$ cat src/core/fcl_map.svh
// Constants for the floating-point compare-less unit.
// Overview of operation
// - Flags op returns exception vector of a<=b
// - Returned vector uses status word bit layout
// - Flags op leaves status word flags alone
// - Denormal operand becomes zero, sets flush bit
// - Guard bit 0 low keeps destination unchanged
// - Less-equal flags equals swapped greater-equal flags
// - Less-than writes 1 if a<b, else 0
// - Operands are IEEE single precision
// - Less-than denormal flushes, sets status flush flag
// - Less-than exceptions set sticky status flags
// - Status flags update with destination write
// - Concurrent status updates OR with old value; an explicit status write replaces it and wins
// - False guard blocks destination and status update
// - Less-than equals swapped greater-than
`ifndef FCL_MAP_SVH
`define FCL_MAP_SVH
`define FCL_DATA_W 32
`define FCL_FLAG_W 6
`define FCL_INV_BIT 4
`define FCL_IFZ_BIT 5
`define FCL_EXP_MSB 30
`define FCL_EXP_LSB 23
`define FCL_FRAC_MSB 22
`define FCL_LATENCY 1
`endif

$ cat src/core/fcl_pkg.sv
// Types for the floating-point compare-less unit.
package fcl_pkg;
   typedef enum logic [1:0] {
      FCL_OP_LEQ_FLAGS = 2'h1,
      FCL_OP_LESS = 2'h2
   } fcl_op_t;
   typedef struct packed {
      logic valid;
      fcl_op_t op;
      logic [31:0] first_source;
      logic [31:0] second_source;
      logic [31:0] guard;
      logic [4:0] dest;
   } fcl_issue_t;
   typedef struct packed {
      logic valid;
      logic [4:0] dest;
      logic [31:0] data;
   } fcl_result_t;
endpackage

$ cat src/core/fcl_cmp_core.sv
// Combinational single-precision compare with denormal flushing.
`timescale 1ns/1ps
`default_nettype none
`include "fcl_map.svh"
module fcl_cmp_core
   import fcl_pkg::*;
(
   // Operands.
   input wire logic [31:0] a_in,
   input wire logic [31:0] b_in,
   // Results.
   output logic lt_out,
   output logic eq_out,
   output logic nan_out,
   output logic ifz_out
);
   logic a_den, b_den, a_nan, b_nan, a_zero, b_zero, mag_lt;
   logic [30:0] a_mag, b_mag;
   always_comb begin
      a_den = (a_in[`FCL_EXP_MSB:`FCL_EXP_LSB] == 8'h00) && (a_in[`FCL_FRAC_MSB:0] != 23'h0);
      b_den = (b_in[`FCL_EXP_MSB:`FCL_EXP_LSB] == 8'h00) && (b_in[`FCL_FRAC_MSB:0] != 23'h0);
      a_nan = (a_in[`FCL_EXP_MSB:`FCL_EXP_LSB] == 8'hff) && (a_in[`FCL_FRAC_MSB:0] != 23'h0);
      b_nan = (b_in[`FCL_EXP_MSB:`FCL_EXP_LSB] == 8'hff) && (b_in[`FCL_FRAC_MSB:0] != 23'h0);
      a_mag = a_den ? 31'h0 : a_in[30:0];
      b_mag = b_den ? 31'h0 : b_in[30:0];
      a_zero = (a_mag == 31'h0);
      b_zero = (b_mag == 31'h0);
      nan_out = a_nan | b_nan;
      ifz_out = a_den | b_den;
      eq_out = !nan_out && ((a_zero && b_zero) || (a_in[31] == b_in[31] && a_mag == b_mag));
      if (a_in[31] != b_in[31]) begin
         mag_lt = a_in[31];
      end else if (a_in[31]) begin
         mag_lt = a_mag > b_mag;
      end else begin
         mag_lt = a_mag < b_mag;
      end
      lt_out = !nan_out && !eq_out && mag_lt;
   end
endmodule
`default_nettype wire

$ cat src/core/fcl_unit.sv
// Floating-point compare-less unit: flags compare and less-than with status update.
`timescale 1ns/1ps
`default_nettype none
`include "fcl_map.svh"
module fcl_unit
   import fcl_pkg::*;
#(
   // Operand width, flag vector width and result delay.
   parameter int DATA_W = `FCL_DATA_W,
   parameter int FLAG_W = `FCL_FLAG_W,
   parameter int LATENCY = `FCL_LATENCY
)
(
   // Clock and reset.
   input wire logic MCLK_IN,
   input wire logic RST_IN,
   // Issue.
   input wire fcl_issue_t ISSUE_IN,
   // Status word flags from other units and explicit status writes.
   input wire logic [5:0] OTHER_FLAGS_IN,
   input wire logic PSW_WRITE_IN,
   input wire logic [5:0] PSW_WDATA_IN,
   // Results.
   output fcl_result_t RESULT_OUT,
   output logic [5:0] PSW_FLAGS_OUT
);
   // Compare core outputs.
   logic lt;
   logic eq;
   logic nan;
   logic input_flush_zero_flag;

   // Decoded issue.
   logic issue_valid;
   logic guard_ok;
   logic op_is_flags;
   logic op_is_less;
   logic status_take;

   // Result datapath.
   wire logic [5:0] flags;
   logic [31:0] flag_word;
   logic [31:0] bool_word;
   logic [31:0] data_next;
   logic [4:0] dest_next;
   logic valid_next;
   fcl_result_t result_reg;

   // Status word.
   wire logic [5:0] op_flags;
   wire logic [5:0] merged_flags;
   wire logic [5:0] psw_next;
   logic [5:0] psw_reg;

   // Refuse widths and delays that the datapath cannot serve.
   if (DATA_W != 32) begin : g_chk_data
      $error("Operands must be 32 bits wide.");
   end
   if (FLAG_W != 6) begin : g_chk_flag
      $error("The flag vector must be 6 bits wide.");
   end
   if (LATENCY != 1) begin : g_chk_lat
      $error("Only a one-cycle result delay is supported.");
   end
   if ((`FCL_INV_BIT >= FLAG_W) || (`FCL_IFZ_BIT >= FLAG_W)) begin : g_chk_bits
      $error("Flag positions lie outside the flag vector.");
   end

   // Less-than is greater-than with operands swapped, so one ordered compare serves both.
   fcl_cmp_core u_cmp (
      .a_in(ISSUE_IN.first_source),
      .b_in(ISSUE_IN.second_source),
      .lt_out(lt),
      .eq_out(eq),
      .nan_out(nan),
      .ifz_out(input_flush_zero_flag)
   );

   // Issue decode.
   always_comb begin
      issue_valid = ISSUE_IN.valid;
      guard_ok = issue_valid && ISSUE_IN.guard[0];
      op_is_flags = (ISSUE_IN.op == FCL_OP_LEQ_FLAGS);
      op_is_less = !op_is_flags;
      status_take = guard_ok && op_is_less;
   end

   // Flag vector, one bit at a time, in the status word layout.
   for (genvar k = 0; k < 6; k++) begin : g_flag_bit
      if (k == `FCL_INV_BIT) begin : g_inv
         assign flags[k] = nan;
      end else if (k == `FCL_IFZ_BIT) begin : g_ifz
         assign flags[k] = input_flush_zero_flag;
      end else begin : g_zero
         assign flags[k] = 1'b0;
      end
   end

   // Candidate destination words.
   always_comb begin
      flag_word = 32'h0;
      flag_word[5:0] = flags;
      bool_word = 32'h0;
      bool_word[0] = lt;
   end

   // Destination selection; an unknown code behaves as less-than.
   always_comb begin
      case (ISSUE_IN.op)
         FCL_OP_LEQ_FLAGS: begin
            data_next = flag_word;
         end
         FCL_OP_LESS: begin
            data_next = bool_word;
         end
         default: begin
            data_next = bool_word;
         end
      endcase
   end

   // Write-back qualifiers.
   always_comb begin
      valid_next = guard_ok;
      dest_next = ISSUE_IN.dest;
   end

   // Status word merge, one flag at a time.
   for (genvar k = 0; k < 6; k++) begin : g_psw_bit
      assign op_flags[k] = status_take & flags[k];
      assign merged_flags[k] = psw_reg[k] | OTHER_FLAGS_IN[k] | op_flags[k];
      assign psw_next[k] = PSW_WRITE_IN ? PSW_WDATA_IN[k] : merged_flags[k];
   end

   // Result register.
   always_ff @(posedge MCLK_IN) begin
      if (RST_IN) begin
         result_reg <= '0;
      end else begin
         result_reg.valid <= valid_next;
         result_reg.dest <= dest_next;
         result_reg.data <= data_next;
      end
   end

   // Flags compare never reaches the status word, so it is untouched by it.
   always_ff @(posedge MCLK_IN) begin
      if (RST_IN) begin
         psw_reg <= 6'h00;
      end else begin
         psw_reg <= psw_next;
      end
   end

   // Equality feeds only the core's less-than decision.
   logic eq_unused;
   assign eq_unused = eq;

   assign RESULT_OUT = result_reg;
   assign PSW_FLAGS_OUT = psw_reg;
endmodule
`default_nettype wire

$ cat config.mk
export PLATFORM = sky130hd
export DESIGN_NAME = fcl_unit
export DESIGN_NICKNAME = d
export VERILOG_FILES = /design/src/core/fcl_pkg.sv /design/src/core/fcl_cmp_core.sv /design/src/core/fcl_unit.sv
export VERILOG_INCLUDE_DIRS = /design/src /design/src/core
export SDC_FILE = /design/constraint.sdc
export NUM_CORES = 1
export LEC_CHECK = 0
export ABC_AREA = 1
export CAP_MARGIN = 20
export CELL_PAD_IN_SITES_DETAIL_PLACEMENT = 0
export CELL_PAD_IN_SITES_GLOBAL_PLACEMENT = 2
export CORE_AREA = 3 3 86 88
export CTS_BUF_LIST = sky130_fd_sc_hd__clkbuf_2 sky130_fd_sc_hd__clkbuf_4 sky130_fd_sc_hd__clkbuf_8
export DETAILED_ROUTE_END_ITERATION = 7
export DIE_AREA = 0 0 89 91
export DONT_BUFFER_PORTS = 1
export PLACE_DENSITY = 0.95
export SLEW_MARGIN = 10
export SYNTH_ARGS = -nofsm -noshare
export SYNTH_HDL_FRONTEND = slang
export SYNTH_SLANG_ARGS = --single-unit
$ cat constraint.sdc
create_clock -name MCLK_IN -period 5.55 [get_ports MCLK_IN]
set_input_delay 0.2775 -clock MCLK_IN [delete_from_list [all_inputs] [get_ports MCLK_IN]]
set_output_delay 0.2775 -clock MCLK_IN [all_outputs]
set_load 0.02 [all_outputs]
== Word level (Yosys, flattened, before mapping) ==
Cells that the tools add are included.

* Flip-flop bits (word level): 44
* Input bits: 119
* Output and inout port bits: 44
* Word-level logic and storage cells: 60

* $lt $le $gt $ge: 2
* Eq/ne operators: 6
* Mux-type cells: 10
* Bitwise logic cells: 13
* Reduce and logical (&&, ||, !) cells: 23

{| class="wikitable"
|+ Operator list
! operator !! number
|-
| $logic_not 31->1 || 2
|-
| $mux 31 || 2
|-
| $reduce_bool 23->1 || 2
|-
| $eq 31x31->1 || 1
|-
| $gt 31x31->1 || 1
|-
| $lt 31x31->1 || 1
|-
| $eq 8x8->1 const B || 2
|-
| $logic_not 8->1 || 2
|-
| $logic_and 1x1->1 || 11
|-
| $or 1x1->1 || 10
|-
| $mux 1 || 8
|-
| $reduce_or 2->1 || 2
|-
| $logic_not 1->1 || 3
|-
| $and 1x1->1 || 2
|-
| $eq 2x1->1 const B || 1
|-
| $eq 1x1->1 || 1
|-
| $logic_or 1x1->1 || 1
|-
| $ne 1x1->1 || 1
|-
| $not 1->1 || 1
|}

== Depth between registers and ports, before layout ==
* Depth after elaboration: 10
* Mapped depth: 21
* Depth with buffers taken out: 21

== Hierarchy ==
Synthesis repeated with hierarchy kept, for this count alone.

* Cell total of the unflattened synthesis: 358
* Area, all modules: 2165.8 µm²

{| class="wikitable"
|+ Modules (own cells, without submodules)
! module !! instances !! cells each !! area each (µm²) !! sequential area each (µm²)
|-
| fcl_cmp_core || 1 || 271 || 1456.4 || 0.0
|-
| fcl_unit || 1 || 87 || 709.4 || 300.3
|}

== Worst setup path after synthesis ==
Ideal clock, no wire load.

* Kind: input -> register
* Start point: input port ISSUE_IN[97] in the netlist's numbering
* End point: register result_reg (netlist bit RESULT_OUT[0])
* Setup time: 0.062 ns
* Data arrival time: 2.036 ns
* Required time: 5.488 ns
* Path slack: 3.452 ns
* Stages on the path: 19
* Buffers on the path: 1
* Cells stage by stage: nor4_1 and2_1 nand2_2 clkinv_4 buf_4 nor2_1 ha_1 nand2_1 nor2_2 inv_1 nor2_1 nand2_1 nand2_1 nand2_1 nand2_1 nand2_1 nand2_1 nand2_1 nor2_2

* Word-level cells in the longest chain between the ends: 10
* Elaborated cells between the ends (all ways): 20
* Those cells by class: order compare: 2; eq/ne: 2; mux: 3; bitwise: 1; reduce/logical: 12

{| class="wikitable"
|+ RTL lines
! item !! line !! RTL
|-
| start: declaration || fcl_unit.sv:18 || <nowiki>input wire fcl_issue_t ISSUE_IN,</nowiki>
|-
| parallel branches: the longest is 9 deep, another holds $lt 31x31->1 || n/a ||
|-
| $logic_and 1x1->1 (*) || fcl_cmp_core.sv:38 || <nowiki>lt_out = !nan_out && !eq_out && mag_lt;</nowiki>
|-
| end: declaration || fcl_unit.sv:47 || <nowiki>fcl_result_t result_reg;</nowiki>
|}

Every way passes the cells marked *.
A chain may end at the register's enable or synchronous reset.

== Worst setup path after layout ==
* Start point: input port ISSUE_IN[38] in the netlist's numbering
* End point: register result_reg (netlist bit RESULT_OUT[0])

* Word-level cells in the longest chain between the ends: 10
* Elaborated cells between the ends (all ways): 19
* Those cells by class: order compare: 2; eq/ne: 1; mux: 3; bitwise: 1; reduce/logical: 12

{| class="wikitable"
|+ RTL lines
! item !! line
|-
| parallel branches: the longest is 9 deep, another holds $lt 31x31->1 || n/a
|-
| $logic_and 1x1->1 (*) || fcl_cmp_core.sv:38
|}

Marks and branches as above.

==> results.cfg <==
[clocking]
cts_resized = 0
h-tree-depth = 1
hold_buffers = 0
cts_tree = built
numCtsBuffers = 3
cts_sinks = 15
cts-root-buf = clkbuf_8
clk_latency_ns = 0.24
cts_buffer_depth = 2
clk_pin_slew_ns = 0.06
cts_setup_buffers = 0

[route]
drc = 0
drt_iter0_drc = 45
drt_wl_total_um = 5100
drtPass1Iterations = 4
ant_nets = 0
avgViaCountPerCell = 4.48
vias = 1982
wire_per_inst_um = 11.5

[timing]
slew_headroom = 0.442
setup_viol = 0
max_freq_ghz = 0.396
setup_tns_ns = 0
worst_slew_pin_slew_ns = 0.836
clock_skew_ns = 0
layout_setup_ws_ns = 3.02
period_share = 0.455
rsz0062_at_grt = false
maxSlewViolCount = 0
min_period_ns = 2.53
hold_viol = 0

[cells_and_area]
regArea_um2 = 300
finalNonFillerCells = 442
layout_commonest_cell = nand2_1
multi_input_comb_area_mm2 = 0.00144
n_antenna_cell = 0
fill_cells = 786
drive_above_1_share = 0.0249
fin_nets = 513
area.growth.synth_to_final_pct = -1.40
layout_common_cells = nand2_1 (92), nor2_1 (74), inv_1 (59), ha_1 (31), conb_1 (29)

[worst_setup_path]
crit_path_end_kind = flop
cp.required_ns = 5.74
worstPathArrival_ns = 2.71
crit_fanout = 24
critical_path_class = in2reg
cp-start-kind = input port

[die]
fp.dieArea_mm2 = 0.00810
placeableCoreArea_mm2 = 0.00672
io-pin-count = 163
start_util = 0.320
num_rows = 30
die_y_um = 91
die_w_um = 89

[logic_synthesis]
yosys_warnings = 0
synth_area_mm2 = 0.00215
synth_cell_types = 25
synth-seq-cells = 15
syn_avg_cell_area_um2 = 5.78
syn_inst = 372
ys_seq_area_frac = 0.140

[global_route]
grt_max_degree = 25
gr-total-overflow = 0
grt_use_total = 0.116
grt_pass1_wl_um = 7800
antenna_found_initial = 0
grt_pass1_vias = 1829

[placement]
hpwl_um = 4590
routabilityCongestion = 0.771
place_ws_ns = 2.69
post-place-cells = 438
port_buffers = 0

[power]
total_power_w = 0.000314
p_per_area_mw_per_mm2 = 148
leakage_nw = 1.24
vdd_drop_max_uv = 53.1

[hold_path]
hold_path_class = in2reg

[job]
max_cap_violations = 0

[status]
status = finished clean
==> registers in the layout (all words and copies together) (netlist names) <==
| register | flops |
|---|---|
| PSW_FLAGS_OUT | 6 |
| RESULT_OUT | 9 |
==> synthesized netlist by cell type <==
cell type	count	share of area
buf_2	3	0.0070
xnor2_1	1	0.0041
nor2_2	2	0.0058
nand2_2	1	0.0029
clkbuf_1	8	0.014
buf_4	30	0.10
clkinv_4	1	0.0041
o21ai_1	1	0.0023
nor3_1	8	0.019
ha_1	31	0.18
and2_1	2	0.0058
and3_1	1	0.0029
conb_1	1	0.0017
nor2_1	74	0.13
o21ai_0	6	0.014
a21oi_1	15	0.035
dfxtp_1	15	0.14
nand2_1	92	0.16
a21o_1	2	0.0070
nand3_1	7	0.016
nand4_1	9	0.026
inv_1	59	0.10
nor4_1	1	0.0029
buf_6	1	0.0052
nor4_2	1	0.0058
==> per-layer routing <==
layer  vias to the layer above  global-route usage  wire length [um]
met5                         -                   0                 0
met4                         0              0.0112                 0
met3                         0              0.0254               435
met2                        67               0.213              2540
met1                       854               0.141              2120
li1                       1061                   -                 -
==> kinds of logic (layout without fill, tap and decap cells) <==
group | Yosys count | in the layout | synth area share
simple gates | 198 | 198 | 0.377
buf+inv | 102 | 64 | 0.238
fa+ha+maj | 31 | 31 | 0.181
compound gates | 24 | 24 | 0.0582
flops | 15 | 15 | 0.140
other cells | 1 | 29 | 0.00175
xor+xnor | 1 | 1 | 0.00408
==> where the power goes <==
| part | total, W | internal [W] | switching [W] |
|---|---|---|---|
| combinational | 0.000103 | 0.0000372 | 0.0000655 |
| clock | 0.0000861 | 0.0000496 | 0.0000365 |
| sequential | 0.000125 | 0.000114 | 0.0000108 |
| total | 0.000314 | 0.000201 | 0.000113 |
==> stage by stage <==
step,hold slack [ns],util,instance area (um^2)
6_report,0.0958,0.315,2120
5_1_grt,0.0835,0.315,2120
4_1_cts,0.0899,0.315,2120
3_5_place_dp,0.351,0.308,2070
3_3_place_gp,0.349,0.308,2070
2_1_floorplan,0.384,-,2250
==> final timing paths <==
path	slack, ns	start	to	depth (start not counted)
setup / recovery	3.02	ISSUE_IN[38]	RESULT_OUT[0]	19
setup reg to reg	4.81	PSW_FLAGS_OUT[4]	PSW_FLAGS_OUT[4]	2
hold reg to reg	0.61	PSW_FLAGS_OUT[2]	PSW_FLAGS_OUT[2]	2
hold / removal	0.1	RST_IN	RESULT_OUT[34]	1
==> critical path, stage by stage <==
cell     delay (ns)
nor2_1         0.09
nand2_1        0.06
nor2_1         0.17
nand3_1        0.14
nand2_1        0.64
nand2_1        0.12
ha_1           0.34
nand2_1        0.08
nor2_2         0.15
inv_1          0.05
nor2_1         0.09
nand2_1        0.06
nand2_1        0.07
nand2_1        0.05
nand2_1        0.08
nand2_1        0.05
nand2_1        0.05
nand2_1        0.06
nor2_2         0.07
==> layout make-up <==
cell class / count / share of cell area
flip-flops and latches: 15 / 0.142
clock buffers: 3 / 0.0195
clock inverters: 1 / 0.00236
multi-input cells: 283 / 0.680
inverters: 60 / 0.109
well taps: 80 / 0.0473
(Power assumes the default switching activity.)
